===== config.mk =====
export PLATFORM = sky130hd
export DESIGN_NAME = config_word_loader
export DESIGN_NICKNAME = d
export VERILOG_FILES = /design/src/verilog/config_word_loader.sv /design/src/verilog/word_store.sv
export SDC_FILE = /design/constraint.sdc
export NUM_CORES = 1
export LEC_CHECK = 0
export ABC_AREA = 1
export BUFFER_PORTS_ARGS = -buffer_cell sky130_fd_sc_hd__buf_2
export CORE_ASPECT_RATIO = 0.8
export CORE_MARGIN = 5
export CORE_UTILIZATION = 40
export CTS_BUF_LIST = sky130_fd_sc_hd__clkbuf_2
export CTS_CLUSTER_DIAMETER = 30
export DETAILED_ROUTE_END_ITERATION = 8
export PLACE_DENSITY_LB_ADDON = 0.05
export SLEW_MARGIN = 20
export SYNTH_ARGS = -nofsm -noshare
export SYNTH_HDL_FRONTEND = slang
export SYNTH_SLANG_ARGS = --single-unit

===== constraint.sdc =====
create_clock -name clk_i -period 3.3 [get_ports clk_i]
set_clock_uncertainty 0.05 [all_clocks]
set_input_delay 0.33 -clock clk_i [delete_from_list [all_inputs] [get_ports clk_i]]
set_output_delay 0.33 -clock clk_i [all_outputs]
set_load 0.01 [all_outputs]

===== src/verilog/config_word_loader.sv =====
// What this block does
// - Word 4Ah bits 4:0 go to port 5 offset 7Ch bits 12:8.
// - Word 4Ah bits 11:5 go to port 5 offset 90h bits 6:0.
// - Word 4Ah bit 12 goes to port 5 de-emphasis, offset F0h bit 6.
// - Word 4Ah bit 13 goes to port 5 compliance-to-detect, 78h bit 11.
// - Word 4Ah bits 15:14 go to port 5 data change count select.
// - Word 50h bit 0 goes to port 0 no-soft-reset, 44h bit 3.
// - Word 50h bits 3:1 go to port 0 aux current, 40h bits 24:22.
// - Power word bit 4 sets read-only D1 support, 40h bit 25.
// - Power word bit 5 sets read-only D2 support, 40h bit 26.
// - Power word bits 7:6 set PME support bits 29:28.
// - Word 51h bits 15:8 give port 0 read-only power data.
// - Word 52h loads port 1 power fields with the same layout.
// - Word 53h bits 15:8 give port 1 read-only power data.
// - Word 40h loads port 0 tuning fields with the same layout, except bit 12, which is ignored (no de-emphasis).
package loader_pkg;

    // ****************************************
    // Word addresses and store slots
    // ****************************************
    localparam int WORD_W = 16;
    localparam int ADDR_W = 8;
    localparam int SLOT_W = 3;
    localparam int NUM_SLOTS = 6;
    localparam logic [ADDR_W-1:0] ADDR_P0_TUNE = 8'h40;
    localparam logic [ADDR_W-1:0] ADDR_P5_TUNE = 8'h4a;
    localparam logic [ADDR_W-1:0] ADDR_P0_PM = 8'h50;
    localparam logic [ADDR_W-1:0] ADDR_P0_PMDATA = 8'h51;
    localparam logic [ADDR_W-1:0] ADDR_P1_PM = 8'h52;
    localparam logic [ADDR_W-1:0] ADDR_P1_PMDATA = 8'h53;
    localparam logic [SLOT_W-1:0] SLOT_P0_TUNE = 3'h0;
    localparam logic [SLOT_W-1:0] SLOT_P5_TUNE = 3'h1;
    localparam logic [SLOT_W-1:0] SLOT_P0_PM = 3'h2;
    localparam logic [SLOT_W-1:0] SLOT_P0_PMDATA = 3'h3;
    localparam logic [SLOT_W-1:0] SLOT_P1_PM = 3'h4;
    localparam logic [SLOT_W-1:0] SLOT_P1_PMDATA = 3'h5;
    localparam logic [SLOT_W-1:0] SLOT_LAST = 3'h5;

    // ****************************************
    // Source bit positions in a word
    // ****************************************
    localparam int TUNE_PHY2_LSB = 0;
    localparam int TUNE_PHY3_LSB = 5;
    localparam int TUNE_DEEMPH_BIT = 12;
    localparam int TUNE_COMPL_BIT = 13;
    localparam int TUNE_DCHG_LSB = 14;
    localparam int PM_NSR_BIT = 0;
    localparam int PM_AUX_LSB = 1;
    localparam int PM_D1_BIT = 4;
    localparam int PM_D2_BIT = 5;
    localparam int PM_PME_LSB = 6;
    localparam int PM_DATA_LSB = 8;

    // ****************************************
    // Field carriers
    // ****************************************
    // 7Ch[12:8], 90h[6:0], F0h[6], 78h[11], 8Ch[9:8]
    typedef struct packed {
        logic [4:0] phy_param2;
        logic [6:0] phy_param3;
        logic deemphasis_select;
        logic compliance_to_detect;
        logic [1:0] data_change_count_select;
    } tuning_fields_type;

    // 44h[3], 40h[24:22], 40h[25], 40h[26], 40h[29:28], 44h[31:24]
    typedef struct packed {
        logic no_soft_reset;
        logic [2:0] aux_current;
        logic d1_support;
        logic d2_support;
        logic [1:0] pme_support;
        logic [7:0] pm_data;
    } pm_fields_type;

    localparam tuning_fields_type TUNING_RESET = '0;
    localparam pm_fields_type PM_RESET = '0;

    typedef enum {
        ST_CAPTURE,
        ST_APPLY,
        ST_READY
    } load_state_type;

    function automatic logic [SLOT_W-1:0] slot_of(input logic [ADDR_W-1:0] addr);
        logic [SLOT_W-1:0] s;
        s = SLOT_P0_TUNE;
        case (addr)
            ADDR_P0_TUNE: s = SLOT_P0_TUNE;
            ADDR_P5_TUNE: s = SLOT_P5_TUNE;
            ADDR_P0_PM: s = SLOT_P0_PM;
            ADDR_P0_PMDATA: s = SLOT_P0_PMDATA;
            ADDR_P1_PM: s = SLOT_P1_PM;
            ADDR_P1_PMDATA: s = SLOT_P1_PMDATA;
            default: s = SLOT_P0_TUNE;
        endcase
        return s;
    endfunction : slot_of

    function automatic logic is_known(input logic [ADDR_W-1:0] addr);
        return (addr == ADDR_P0_TUNE) || (addr == ADDR_P5_TUNE) ||
               (addr == ADDR_P0_PM) || (addr == ADDR_P0_PMDATA) ||
               (addr == ADDR_P1_PM) || (addr == ADDR_P1_PMDATA);
    endfunction : is_known

    // Tuning layout; port 0 has no de-emphasis entry so it keeps the old value
    function automatic tuning_fields_type tune_from_word(
        input logic [WORD_W-1:0] w,
        input logic with_deemph,
        input tuning_fields_type old
    );
        tuning_fields_type t;
        t = old;
        t.phy_param2 = w[TUNE_PHY2_LSB +: 5];
        t.phy_param3 = w[TUNE_PHY3_LSB +: 7];
        if (with_deemph) begin
            t.deemphasis_select = w[TUNE_DEEMPH_BIT];
        end
        t.compliance_to_detect = w[TUNE_COMPL_BIT];
        t.data_change_count_select = w[TUNE_DCHG_LSB +: 2];
        return t;
    endfunction : tune_from_word

    // Capability half of a power word; data byte comes from its own word
    function automatic pm_fields_type pm_from_word(
        input logic [WORD_W-1:0] w,
        input pm_fields_type old
    );
        pm_fields_type p;
        p = old;
        p.no_soft_reset = w[PM_NSR_BIT];
        p.aux_current = w[PM_AUX_LSB +: 3];
        p.d1_support = w[PM_D1_BIT];
        p.d2_support = w[PM_D2_BIT];
        p.pme_support = w[PM_PME_LSB +: 2];
        return p;
    endfunction : pm_from_word

    function automatic pm_fields_type pm_data_from_word(
        input logic [WORD_W-1:0] w,
        input pm_fields_type old
    );
        pm_fields_type p;
        p = old;
        p.pm_data = w[PM_DATA_LSB +: 8];
        return p;
    endfunction : pm_data_from_word

endpackage : loader_pkg

// ****************************************
// Configuration word loader
// ****************************************
module config_word_loader (
    input wire logic clk_i,
    input wire logic rst_i,
    input wire logic word_valid_i,
    input wire logic [loader_pkg::ADDR_W-1:0] word_addr_i,
    input wire logic [loader_pkg::WORD_W-1:0] word_data_i,
    input wire logic load_done_i,
    output loader_pkg::tuning_fields_type port0_tuning_o,
    output loader_pkg::tuning_fields_type port5_tuning_o,
    output loader_pkg::pm_fields_type port0_pm_o,
    output loader_pkg::pm_fields_type port1_pm_o,
    output logic cfg_ready_o
);

    loader_pkg::load_state_type state_reg;
    loader_pkg::load_state_type state_next;
    logic [loader_pkg::NUM_SLOTS-1:0] loaded_reg;
    logic [loader_pkg::SLOT_W-1:0] issue_idx_reg;
    logic issue_active_reg;
    logic [loader_pkg::SLOT_W-1:0] apply_slot_reg;
    logic apply_valid_reg;
    logic [loader_pkg::WORD_W-1:0] rd_data;
    logic capture_hit;
    logic [loader_pkg::SLOT_W-1:0] capture_slot;
    logic apply_last;

    // ****************************************
    // Word capture
    // ****************************************
    // words outside the known set are ignored
    assign capture_hit = (state_reg == loader_pkg::ST_CAPTURE) && word_valid_i &&
                         loader_pkg::is_known(word_addr_i);
    assign capture_slot = loader_pkg::slot_of(word_addr_i);

    word_store #(
        .WIDTH(loader_pkg::WORD_W),
        .DEPTH(loader_pkg::NUM_SLOTS),
        .AW(loader_pkg::SLOT_W)
    ) store_inst (
        .clk_i(clk_i),
        .rst_i(rst_i),
        .wr_en_i(capture_hit),
        .wr_addr_i(capture_slot),
        .wr_data_i(word_data_i),
        .rd_addr_i(issue_idx_reg),
        .rd_data_o(rd_data)
    );

    // only slots really loaded overwrite defaults
    always_ff @(posedge clk_i or posedge rst_i) begin
        if (rst_i) begin
            loaded_reg <= '0;
        end else if (capture_hit) begin
            loaded_reg[capture_slot] <= 1'b1;
        end
    end

    // ****************************************
    // Sequencing
    // ****************************************
    assign apply_last = apply_valid_reg && (apply_slot_reg == loader_pkg::SLOT_LAST);

    always_comb begin
        state_next = state_reg;
        case (state_reg)
            loader_pkg::ST_CAPTURE: begin
                if (load_done_i) begin
                    state_next = loader_pkg::ST_APPLY;
                end
            end
            loader_pkg::ST_APPLY: begin
                if (apply_last) begin
                    state_next = loader_pkg::ST_READY;
                end
            end
            loader_pkg::ST_READY: begin
                state_next = loader_pkg::ST_READY;
            end
            default: begin
                state_next = loader_pkg::ST_CAPTURE;
            end
        endcase
    end

    always_ff @(posedge clk_i or posedge rst_i) begin
        if (rst_i) begin
            state_reg <= loader_pkg::ST_CAPTURE;
        end else begin
            state_reg <= state_next;
        end
    end

    // Read address walks the slots once; data lands one cycle later
    always_ff @(posedge clk_i or posedge rst_i) begin
        if (rst_i) begin
            issue_idx_reg <= '0;
            issue_active_reg <= 1'b0;
        end else if (state_reg == loader_pkg::ST_CAPTURE && load_done_i) begin
            issue_idx_reg <= '0;
            issue_active_reg <= 1'b1;
        end else if (issue_active_reg) begin
            if (issue_idx_reg == loader_pkg::SLOT_LAST) begin
                issue_active_reg <= 1'b0;
            end else begin
                issue_idx_reg <= issue_idx_reg + 3'h1;
            end
        end
    end

    always_ff @(posedge clk_i or posedge rst_i) begin
        if (rst_i) begin
            apply_slot_reg <= '0;
            apply_valid_reg <= 1'b0;
        end else begin
            apply_slot_reg <= issue_idx_reg;
            apply_valid_reg <= issue_active_reg;
        end
    end

    // ****************************************
    // Field update
    // ****************************************
    always_ff @(posedge clk_i or posedge rst_i) begin
        if (rst_i) begin
            port0_tuning_o <= loader_pkg::TUNING_RESET;
            port5_tuning_o <= loader_pkg::TUNING_RESET;
        end else if (apply_valid_reg && loaded_reg[apply_slot_reg]) begin
            if (apply_slot_reg == loader_pkg::SLOT_P0_TUNE) begin
                port0_tuning_o <= loader_pkg::tune_from_word(rd_data, 1'b0, port0_tuning_o);
            end
            if (apply_slot_reg == loader_pkg::SLOT_P5_TUNE) begin
                port5_tuning_o <= loader_pkg::tune_from_word(rd_data, 1'b1, port5_tuning_o);
            end
        end
    end

    always_ff @(posedge clk_i or posedge rst_i) begin
        if (rst_i) begin
            port0_pm_o <= loader_pkg::PM_RESET;
            port1_pm_o <= loader_pkg::PM_RESET;
        end else if (apply_valid_reg && loaded_reg[apply_slot_reg]) begin
            case (apply_slot_reg)
                loader_pkg::SLOT_P0_PM: begin
                    port0_pm_o <= loader_pkg::pm_from_word(rd_data, port0_pm_o);
                end
                loader_pkg::SLOT_P0_PMDATA: begin
                    port0_pm_o <= loader_pkg::pm_data_from_word(rd_data, port0_pm_o);
                end
                loader_pkg::SLOT_P1_PM: begin
                    port1_pm_o <= loader_pkg::pm_from_word(rd_data, port1_pm_o);
                end
                loader_pkg::SLOT_P1_PMDATA: begin
                    port1_pm_o <= loader_pkg::pm_data_from_word(rd_data, port1_pm_o);
                end
                default: begin
                    port0_pm_o <= port0_pm_o;
                end
            endcase
        end
    end

    // ports answer only after last field
    assign cfg_ready_o = (state_reg == loader_pkg::ST_READY);

endmodule : config_word_loader


===== src/verilog/word_store.sv =====
// ****************************************
// Small word store, registered read data
// ****************************************
module word_store #(
    parameter int WIDTH = 16,
    parameter int DEPTH = 6,
    parameter int AW = 3
) (
    input wire logic clk_i,
    input wire logic rst_i,
    input wire logic wr_en_i,
    input wire logic [AW-1:0] wr_addr_i,
    input wire logic [WIDTH-1:0] wr_data_i,
    input wire logic [AW-1:0] rd_addr_i,
    output logic [WIDTH-1:0] rd_data_o
);

    logic [WIDTH-1:0] mem [DEPTH];

    // No reset on the array; a slot's data is only used once written
    always_ff @(posedge clk_i) begin
        if (wr_en_i) begin
            mem[wr_addr_i] <= wr_data_i;
        end
    end

    always_ff @(posedge clk_i or posedge rst_i) begin
        if (rst_i) begin
            rd_data_o <= '0;
        end else begin
            rd_data_o <= mem[rd_addr_i];
        end
    end

endmodule : word_store

# Word level (Yosys, flattened, before mapping)
# Memory sizes are Yosys's and may differ from the RTL's. A register that Yosys moved wholly into a read port is not among the register bits.
# Cells that the tools add are included.
word_totals:
  ff_bits: 109
  ramBits: 96
  out_inout_bits: 65
  wordCells: 96
  mem_count: 1
mem_list:
  columns: ["memory", "words", "width", "rd", "rd_ports_with_merged_regs", "write_ports", "line", "text"]
  rows:
  - ["store_inst.mem", 6, 16, 1, 1, 1, "word_store.sv:18", "logic [WIDTH-1:0] mem [DEPTH];"]
op_classes:
  add_sub_neg: 1
  order_cmp: 3
  n_eq_ne: 18
  mux: 18
  n_bitwise: 5
  reduce_logical: 23
ops:
  columns: ["op", "count"]
  rows:
  - ["$pmux 32 s3", 1]
  - ["$logic_not 32->1", 2]
  - ["$mux 32", 2]
  - ["$pmux 16 s2", 2]
  - ["$eq 8x7->1 const B", 6]
  - ["$eq 32x1->1 const B", 1]
  - ["$eq 32x2->1 const B", 1]
  - ["$eq 32x3->1 const B", 1]
  - ["$pmux 3 s5", 1]
  - ["$reduce_and 3->1", 4]
  - ["$eq 3x3->1 const B", 3]
  - ["$mux 3", 3]
  - ["$lt 3x4->1 const B", 2]
  - ["$reduce_and 2->1", 4]
  - ["$mux 1", 7]
  - ["$eq 3x2->1 const B", 2]
  - ["$logic_and 1x1->1", 6]
  - ["$ne 2x2->1 const B", 3]
  - ["$or 6x6->6", 1]
  - ["$logic_or 1x1->1", 5]
  - ["$not 1->1", 4]
  - ["$add 3x1->3 const B", 1]
  - ["$bmux 1 s3", 1]
  - ["$demux 1 s3", 1]
  - ["other kinds (4)", 4]

# Longest topological paths before layout
# Gate-level depths: netlist of the first run.
depth:
  word_depth: 9
  depth_mapped: 12
  ltp_nobuf: 10

# By module
# From an unflattened synthesis of the first run, not the netlist that was laid out.
unflattened:
  cells_unflattened: 693
  area_unflattened_um2: 7662.3
by_module_without_submodules:
  columns: ["mod", "n_inst", "cells_per_inst", "area_per_inst_um2"]
  rows:
  - ["word_store", 1, 322, 4182.8]
  - ["config_word_loader", 1, 371, 3479.6]

# Worst setup path before layout of the first run
# No wires, ideal clock.
synth_path:
  path_kind: "in2reg"
  start: "in word_addr_i[7] (netlist bit)"
  end: "mem store_inst.mem[3][0] (enable)"
  setup_ns: 0.389
  t_arrival_ns: 1.687
  required_time_ns: 2.861
  setup_slack_ns: 1.175
  stages: 9
  cell_sequence: "inv_1 nand2_1 nor2_1 nand2_1 inv_1 nand2_1 nand2_1 inv_1 nor2_1"
synth_between:
  elab_chain_len: 9
  word_cells_on_any_way: 15
  cone_classes: "eq/ne (6); mux (3); reduce/logical (6)"
synth_rtl:
  columns: ["element", "line", "text"]
  rows:
  - ["start, declared", "config_word_loader.sv:158", "input wire logic [loader_pkg::ADDR_W-1:0] word_addr_i,"]
  - ["$eq 8x7->1, on equally long branches", "config_word_loader.sv:101, config_word_loader.sv:88", null]
  - ["$logic_or 1x1->1 (2 in series)", "config_word_loader.sv:101", "return (addr == ADDR_P0_TUNE) || (addr == ADDR_P5_TUNE) ||"]
  - ["$logic_or 1x1->1 (2 in series)", "config_word_loader.sv:102", "(addr == ADDR_P0_PM) || (addr == ADDR_P0_PMDATA) ||"]
  - ["$logic_or 1x1->1", "config_word_loader.sv:103", "(addr == ADDR_P1_PM) || (addr == ADDR_P1_PMDATA);"]
  - ["$logic_and 1x1->1", "config_word_loader.sv:184", "assign capture_hit = (state_reg == loader_pkg::ST_CAPTURE) && word_valid_i &&"]
  - ["$mux 1", "word_store.sv:22", "if (wr_en_i) begin"]
  - ["$mux 1 (not written as such)", "word_store.sv:23", "mem[wr_addr_i] <= wr_data_i;"]
  - ["end, declared", "word_store.sv:18", null]
# Several ways; a longest one is shown, not always the timed one.

# Worst setup path in the final report of the first run
layout_path:
  start: "in word_addr_i[5] (netlist bit)"
  end: "reg loaded_reg[3] (netlist bit)"
layout_between:
  elab_chain_len: 7
  word_cells_on_any_way: 19
  cone_classes: "order compare (2); eq/ne (6); mux (3); bitwise (1); reduce/logical (7)"
layout_rtl:
  columns: ["element", "line", "text"]
  rows:
  - ["$eq 8x7->1, on equally long branches", null, null]
  - ["$pmux 3 s5 / $logic_or 1x1->1 (equally long branches)", "config_word_loader.sv:88, config_word_loader.sv:101", null]
  - ["$lt 3x4->1 (not written as such) (tied with other cells)", "config_word_loader.sv:207", "loaded_reg[capture_slot] <= 1'b1;"]
  - ["$logic_and 1x1->1 (not written as such) / $logic_or 1x1->1 (equally long branches)", "config_word_loader.sv:207, config_word_loader.sv:102", null]
  - ["$mux 1 (not written as such) / $logic_or 1x1->1 (equally long branches)", "config_word_loader.sv:207, config_word_loader.sv:102", null]
  - ["$demux 1 s3 / $logic_or 1x1->1 (equally long branches)", "config_word_loader.sv:207, config_word_loader.sv:103", null]
  - ["$or 6x6->6 (no line) / $logic_and 1x1->1 (equally long branches)", null, null]
  - ["end signal, assigned", "config_word_loader.sv:205", "loaded_reg <= '0;"]
  - ["end signal, assigned by index", "config_word_loader.sv:207", null]
  - ["end, declared", "config_word_loader.sv:170", "logic [loader_pkg::NUM_SLOTS-1:0] loaded_reg;"]
# Several ways; a longest one is shown, not always the timed one.
# A chain may end at the register's enable or synchronous reset.

==> impl_metrics.env, run 1 <==
export IMPL_status="finished, final reports clean"
export IMPL_htreeDepth=4
export IMPL_yosysUniqueCellTypes=36
export IMPL_first_pass_iters=4
export IMPL_io_pin_count=93
export IMPL_fin_nets=799
export IMPL_routed_wl_um=16900
export IMPL_hpwl_um=10800
export IMPL_vdd_ir_drop_max_mv=0.298
export IMPL_p_per_area_nw_per_um2=797
export IMPL_slew_viol_final=0
export IMPL_min_period_ns=3.12
export IMPL_crit_required_ns=3.93
export IMPL_post_place_ws_ns=1.02
export IMPL_grt_max_degree=52
export IMPL_muxShareOfSynthArea_pct=0
export IMPL_tightest_slew_ns=0.815
export IMPL_avgSynthCellArea_um2=11.9
export IMPL_regMostFlops="store_inst.mem"
export IMPL_cp_end_kind="register"
export IMPL_p_int_mw=4.17
export IMPL_wl_per_cell_um=16.3
export IMPL_drtIter0Drc=305
export IMPL_overflow=0
export IMPL_cp_arrival_ns=3.76
export IMPL_viasPerCell=4.84
export IMPL_final_setup_worst_slack_ns=0.177
export IMPL_cts_resized=0
export IMPL_initial_core_util_pct=40.2
export IMPL_synth_top_family_by_area="simple AND/OR/NAND/NOR gates"
export IMPL_dpl_cell_area_um2=8300
export IMPL_grt_pass1_wl_um=26700
export IMPL_synth_fa_ha_area_share_pct=0.992
export IMPL_final_layout_size_suffix_gt1_share_pct=21.6
export IMPL_cp_max_fo=3
export IMPL_combPwrFrac_pct=36.5
export IMPL_antenna_cells=0
export IMPL_antenna_found_initial=0
export IMPL_p_sw_share_pct=40.8
export IMPL_gp_congestion=0.811
export IMPL_drc=0
export IMPL_finalHoldViolCount=0
export IMPL_postCtsHoldBufs=34
export IMPL_area_growth_pct=16.9
export IMPL_fin_crit_sh_pct=94.6
export IMPL_grt_pass1_vias=4845
export IMPL_worstSkewPairLatency_ns=0.73
export IMPL_clock_path_buffers=2
export IMPL_largest_register_ffs=96
export IMPL_antenna_left=0
export IMPL_die_x_um=164
export IMPL_dieHeight_um=133
export IMPL_power_switching_mw=2.88
export IMPL_path_class="input pin to register"
export IMPL_syn_cell_area_um2=7570
export IMPL_clockRootBuffer="clkbuf_2"
export IMPL_rows=45
export IMPL_rsz0062_at_grt="no"
export IMPL_hold_class="input pin to async pin"
export IMPL_seq_power_share_pct=48.4
export IMPL_via_count=5010
export IMPL_clock_sinks=191
export IMPL_io_buffers=91
export IMPL_design_area_um2=8850
export IMPL_max_freq_mhz=320
export IMPL_synth_sequential_area_ratio_pct=69.5
export IMPL_leakagePower_nw=3.88
export IMPL_ys_ff_latch=191
export IMPL_synth_warning_count=0
export IMPL_core_area_um2=18800
export IMPL_syn_nets=671
export IMPL_syn_inst=637
export IMPL_finalSetupTns_ns=0
export IMPL_cts_tree="built"
export IMPL_power_share_clock_pct=15.1
export IMPL_cp_start_kind="input pin"
export IMPL_synthXorXnorAreaFrac_pct=0
export IMPL_yosys_area_share_simple_pct=13.3
export IMPL_setup_viol=0
export IMPL_grt_util_all_layers_pct=15.9
export IMPL_clkSlewWorstSetupHoldPaths_ns=0.28
export IMPL_cts_made_buffers=17
export IMPL_hold_ws_ns=0.129
export IMPL_maxCapViolCount=0
export IMPL_synth_compound_area_share_pct=11.3
export IMPL_totalPowerFinal_mw=7.05
export IMPL_max_slew_margin_pct=45.6
export IMPL_post_cts_buffers=0
export IMPL_die_area_um2=21800
-- worst max-delay path, stage by stage --
cell           delay [ns]
dlygate4sd3_1        0.54
buf_2                0.13
inv_1                0.05
nand2_1              0.04
dlygate4sd3_1        0.55
nor2_1               0.16
dlygate4sd3_1        0.59
nand4_1              0.10
dlygate4sd3_1        0.58
o21bai_1             0.13
dlygate4sd3_1        0.56
-- power by group through the flow --
stage	sequential [mW]	clock, mW	combinational [mW]
after floorplan	3.50	0	1.56
after global placement	3.45	0	2.55
after detailed placement	3.47	0	2.59
after CTS	3.41	1.12	2.62
after global routing	3.48	1.22	2.88
final	3.41	1.06	2.57
-- path summary, 6_finish.rpt --
path                             startpoint                     to  slack (ns)  depth (start not counted)
max in group asynchronous             rst_i     port0_tuning_o[14]        2.19                          4
setup / recovery             word_addr_i[5]          loaded_reg[3]        0.18                         11
hold / removal                        rst_i         port1_pm_o[14]        0.13                          3
min in group clk_i             word_valid_i   store_inst.mem[1][9]        0.19                          4
hold reg to reg            issue_active_reg        apply_valid_reg        0.37                          0
setup reg to reg               state_reg[0]  store_inst.mem[0][12]        1.14                          6
-- Yosys cell counts --
library cell	count	area, um^2
o21ai_2	8	70.1
nor3_1	3	15.0
bufinv_8	1	17.5
nor3_4	1	16.3
nand3_2	1	10.0
inv_6	1	8.76
buf_4	3	22.5
nand4_4	3	63.8
buf_8	1	15.0
dfrtp_1	95	2380
nand2_4	4	45.0
ha_1	6	75.1
nor2_2	1	6.26
o21ai_0	78	390
or2_2	1	6.26
inv_1	48	180
nand4_1	11	68.8
nand2_1	112	420
nand2_2	7	43.8
conb_1	1	3.75
nand3_1	5	25.0
o22ai_1	16	100
buf_6	2	22.5
nand2_8	2	40.0
o2bb2ai_1	16	140
nand4_2	1	12.5
o21bai_1	3	22.5
buf_2	7	35.0
edfxtp_1	96	2880
nor2_4	1	11.3
clkbuf_1	14	52.6
o21ai_1	22	110
clkinv_1	1	3.75
a21oi_1	5	25.0
nor2_1	59	221
clkbuf_2	1	5.00
-- stage by stage --
stage / cells / utilization [%]
finish: 1036 / 47.0
detailed placement: 970 / 44.1
floorplan: 637 / -
CTS: 1036 / 47.0
global route: 1036 / 47.0
global placement: 970 / 44.1
-- metal layers --
metal | part of all wire (%) | track usage [%]
met1 | 50 | 23.2
met2 | 44 | 24.5
met3 | 5.6 | 4.11
met4 | 0.53 | 2.93
met5 | 0 | 0
-- cell usage in the layout (no fill, tap or decap), drive strengths merged --
cell type	netlist	layout
bufinv	1	1
nand4	15	15
clkbuf	15	17
conb	1	1
o22ai	16	16
o2bb2ai	16	16
nand3	6	6
dlygate4sd3	0	34
dfrtp	95	95
nor3	4	4
nor2	61	61
o21ai	108	108
a21oi	5	5
edfxtp	96	96
ha	6	6
inv	49	58
clkinv	1	5
buf	13	103
nand2	125	125
clkinvlp	0	2
or2	1	1
o21bai	3	3
-- cell type report --
class | instances | area, um^2
well taps | 258 | 323
clock inverters | 15 | 126
inverters | 51 | 211
fillers | 1766 | 9960
multi-input cells | 367 | 1940
clock buffers | 17 | 85.1
flip-flops and latches | 191 | 5260
repair buffers | 137 | 898
-- cell families after synthesis --
group                    count (synthesis)
flip-flops                             191
AO/OA/AOI/OAI                          148
adder cells (fa/ha/maj)                  6
other                                    1
buffers and inverters                   79
AND/OR/NAND/NOR                        212
No activity file was read; power rests on OpenSTA's default activity.
==> inputs of run 2 (changes only) <==
- ABC_CLOCK_PERIOD_IN_PS: not set -> 3300
- PLACE_DENSITY: not set -> 0.62
- PLACE_DENSITY_LB_ADDON: 0.05 -> not set
==> run 2 against run 1 <==
  * Sequential power about the same
  * Die area unchanged
  * Cell count decreased by 0.39%
  * Largest cell class unchanged
  * Critical endpoint unchanged
  * Critical path depth unchanged
  * Combinational power decreased by 3%
  * Via count increased by 1.4%
==> impl_metrics.env, run 2 (synthesis results as in run 1) <==
export IMPL_slew_viol_final=0
export IMPL_drc=0
export IMPL_p_per_area_nw_per_um2=801
export IMPL_vdd_ir_drop_max_mv=0.334
export IMPL_via_count=5081
export IMPL_cts_tree="built"
export IMPL_clkSlewWorstSetupHoldPaths_ns=0.27
export IMPL_clock_path_buffers=2
export IMPL_totalPowerFinal_mw=7.09
export IMPL_fin_nets=795
export IMPL_layout_commonest_cell="nand2_1"
export IMPL_post_cts_buffers=0
export IMPL_cp_end_kind="register"
export IMPL_r2r_start="apply_slot_reg[0]"
export IMPL_final_cell_mix="nand2_1, edfxtp_1, dfrtp_1, buf_2, o21ai_0"
export IMPL_grt_pass1_vias=4977
export IMPL_cp_start_kind="input pin"
export IMPL_first_pass_iters=6
export IMPL_max_slew_margin_pct=38.0
export IMPL_multiInputGateArea_um2=1940
export IMPL_path_class="input pin to register"
export IMPL_crit_path_end="loaded_reg[3]"
export IMPL_post_place_ws_ns=1.04
export IMPL_viasPerCell=4.92
export IMPL_clockRootBuffer="clkbuf_2"
export IMPL_tightest_slew_ns=0.930
export IMPL_crit_path_start="word_addr_i[5]"
export IMPL_antenna_cells=0
export IMPL_cp_arrival_ns=3.85
export IMPL_final_setup_worst_slack_ns=0.0917
export IMPL_grt_pass1_wl_um=26200
export IMPL_drtIter0Drc=450
export IMPL_postCtsHoldBufs=34
export IMPL_grt_max_degree=55
export IMPL_maxCapViolCount=0
export IMPL_worstSkewPairLatency_ns=0.73
export IMPL_rr_endpoint="port0_tuning_o[0]"
export IMPL_finalSetupTns_ns=0
export IMPL_gp_congestion=0.781
export IMPL_rows=45
export IMPL_min_period_ns=3.21
export IMPL_cts_resized=0
export IMPL_finalHoldViolCount=0
export IMPL_setup_viol=0
export IMPL_hpwl_um=10800
export IMPL_die_x_um=164
export IMPL_leakagePower_nw=3.87
export IMPL_clock_sinks=191
export IMPL_layout_cells_non_filler=1032
export IMPL_grt_util_all_layers_pct=15.3
export IMPL_cts_made_buffers=17
export IMPL_fin_crit_sh_pct=97.2
export IMPL_overflow=0
export IMPL_fillers=1703
export IMPL_io_buffers=91
export IMPL_initial_core_util_pct=40.2
export IMPL_reg2reg_depth=6
export IMPL_area_growth_pct=17.0
export IMPL_final_layout_size_suffix_gt1_share_pct=21.1
export IMPL_max_freq_mhz=312
export IMPL_antenna_found_initial=0
export IMPL_core_area_um2=18800
export IMPL_wl_per_cell_um=15.7
export IMPL_htreeDepth=4
export IMPL_antenna_left=0
export IMPL_regMostFlops="store_inst.mem"
export IMPL_crit_required_ns=3.95
export IMPL_dp_cells=966
export IMPL_dieHeight_um=133
export IMPL_io_pin_count=93
export IMPL_rsz0062_at_grt="no"
export IMPL_hold_class="input pin to register"
export IMPL_status="finished, final reports clean"
export IMPL_die_area_um2=21800
export IMPL_largest_register_ffs=96
export IMPL_cp_max_fo=3
export IMPL_regArea_um2=5260
export IMPL_routed_wl_um=16200
export IMPL_regToRegSetupSlack_ns=1.18
[run 2: cell type report]
type,count,share of cell area [%]
sequential,191,59.4
multi-input combinational,367,22.0
timing repair buffer,133,9.81
tap,258,3.65
inverter,51,2.39
clock inverter,15,1.81
clock buffer,17,0.961
[run 2: power breakdown]
group	total (mW)	switching, mW	internal, mW
sequential	3.43	0.420	3.02
clock	1.16	0.801	0.359
combinational	2.49	1.60	0.897
[run 2: metrics by stage]
| step | util, % | hold WS [ns] | cell area [um^2] |
|---|---|---|---|
| after detailed placement | 44.0 | 0.319 | 8270 |
| after global placement | 44.0 | 0.317 | 8270 |
| final | 47.1 | 0.158 | 8850 |
| after floorplan | - | 0.302 | 7570 |
| after global routing | 47.1 | 0.122 | 8850 |
| after CTS | 47.1 | 0.0894 | 8850 |
[run 2: critical path, stage by stage]
cell and delay, ns:
dlygate4sd3_1 0.53, buf_2 0.13, inv_1 0.05, nand2_1 0.05
dlygate4sd3_1 0.56, nor2_1 0.18, dlygate4sd3_1 0.61, nand4_1 0.12
dlygate4sd3_1 0.59, o21bai_1 0.14, dlygate4sd3_1 0.56
[run 2: how the worst min path moves through the flow]
stage | end | depth (start not counted) | slack, ns | start
after floorplan | apply_slot_reg[2] | 0 | 0.30 | issue_idx_reg[2]
after global placement | apply_valid_reg | 0 | 0.32 | issue_active_reg
after detailed placement | apply_valid_reg | 0 | 0.32 | issue_active_reg
after CTS | store_inst.mem[1][3] | 4 | 0.09 | word_valid_i
after global routing | store_inst.mem[1][13] | 4 | 0.12 | word_valid_i
final | store_inst.mem[1][4] | 4 | 0.16 | word_valid_i
[run 2: metal layers]
layer	GRT usage [%]	vias to the layer above	part of all wire, %
met3	3.58	14	6.6
li1	-	2437	-
met2	23.0	155	45
met4	4.33	0	0.99
met5	0	-	0
met1	22.4	2475	48
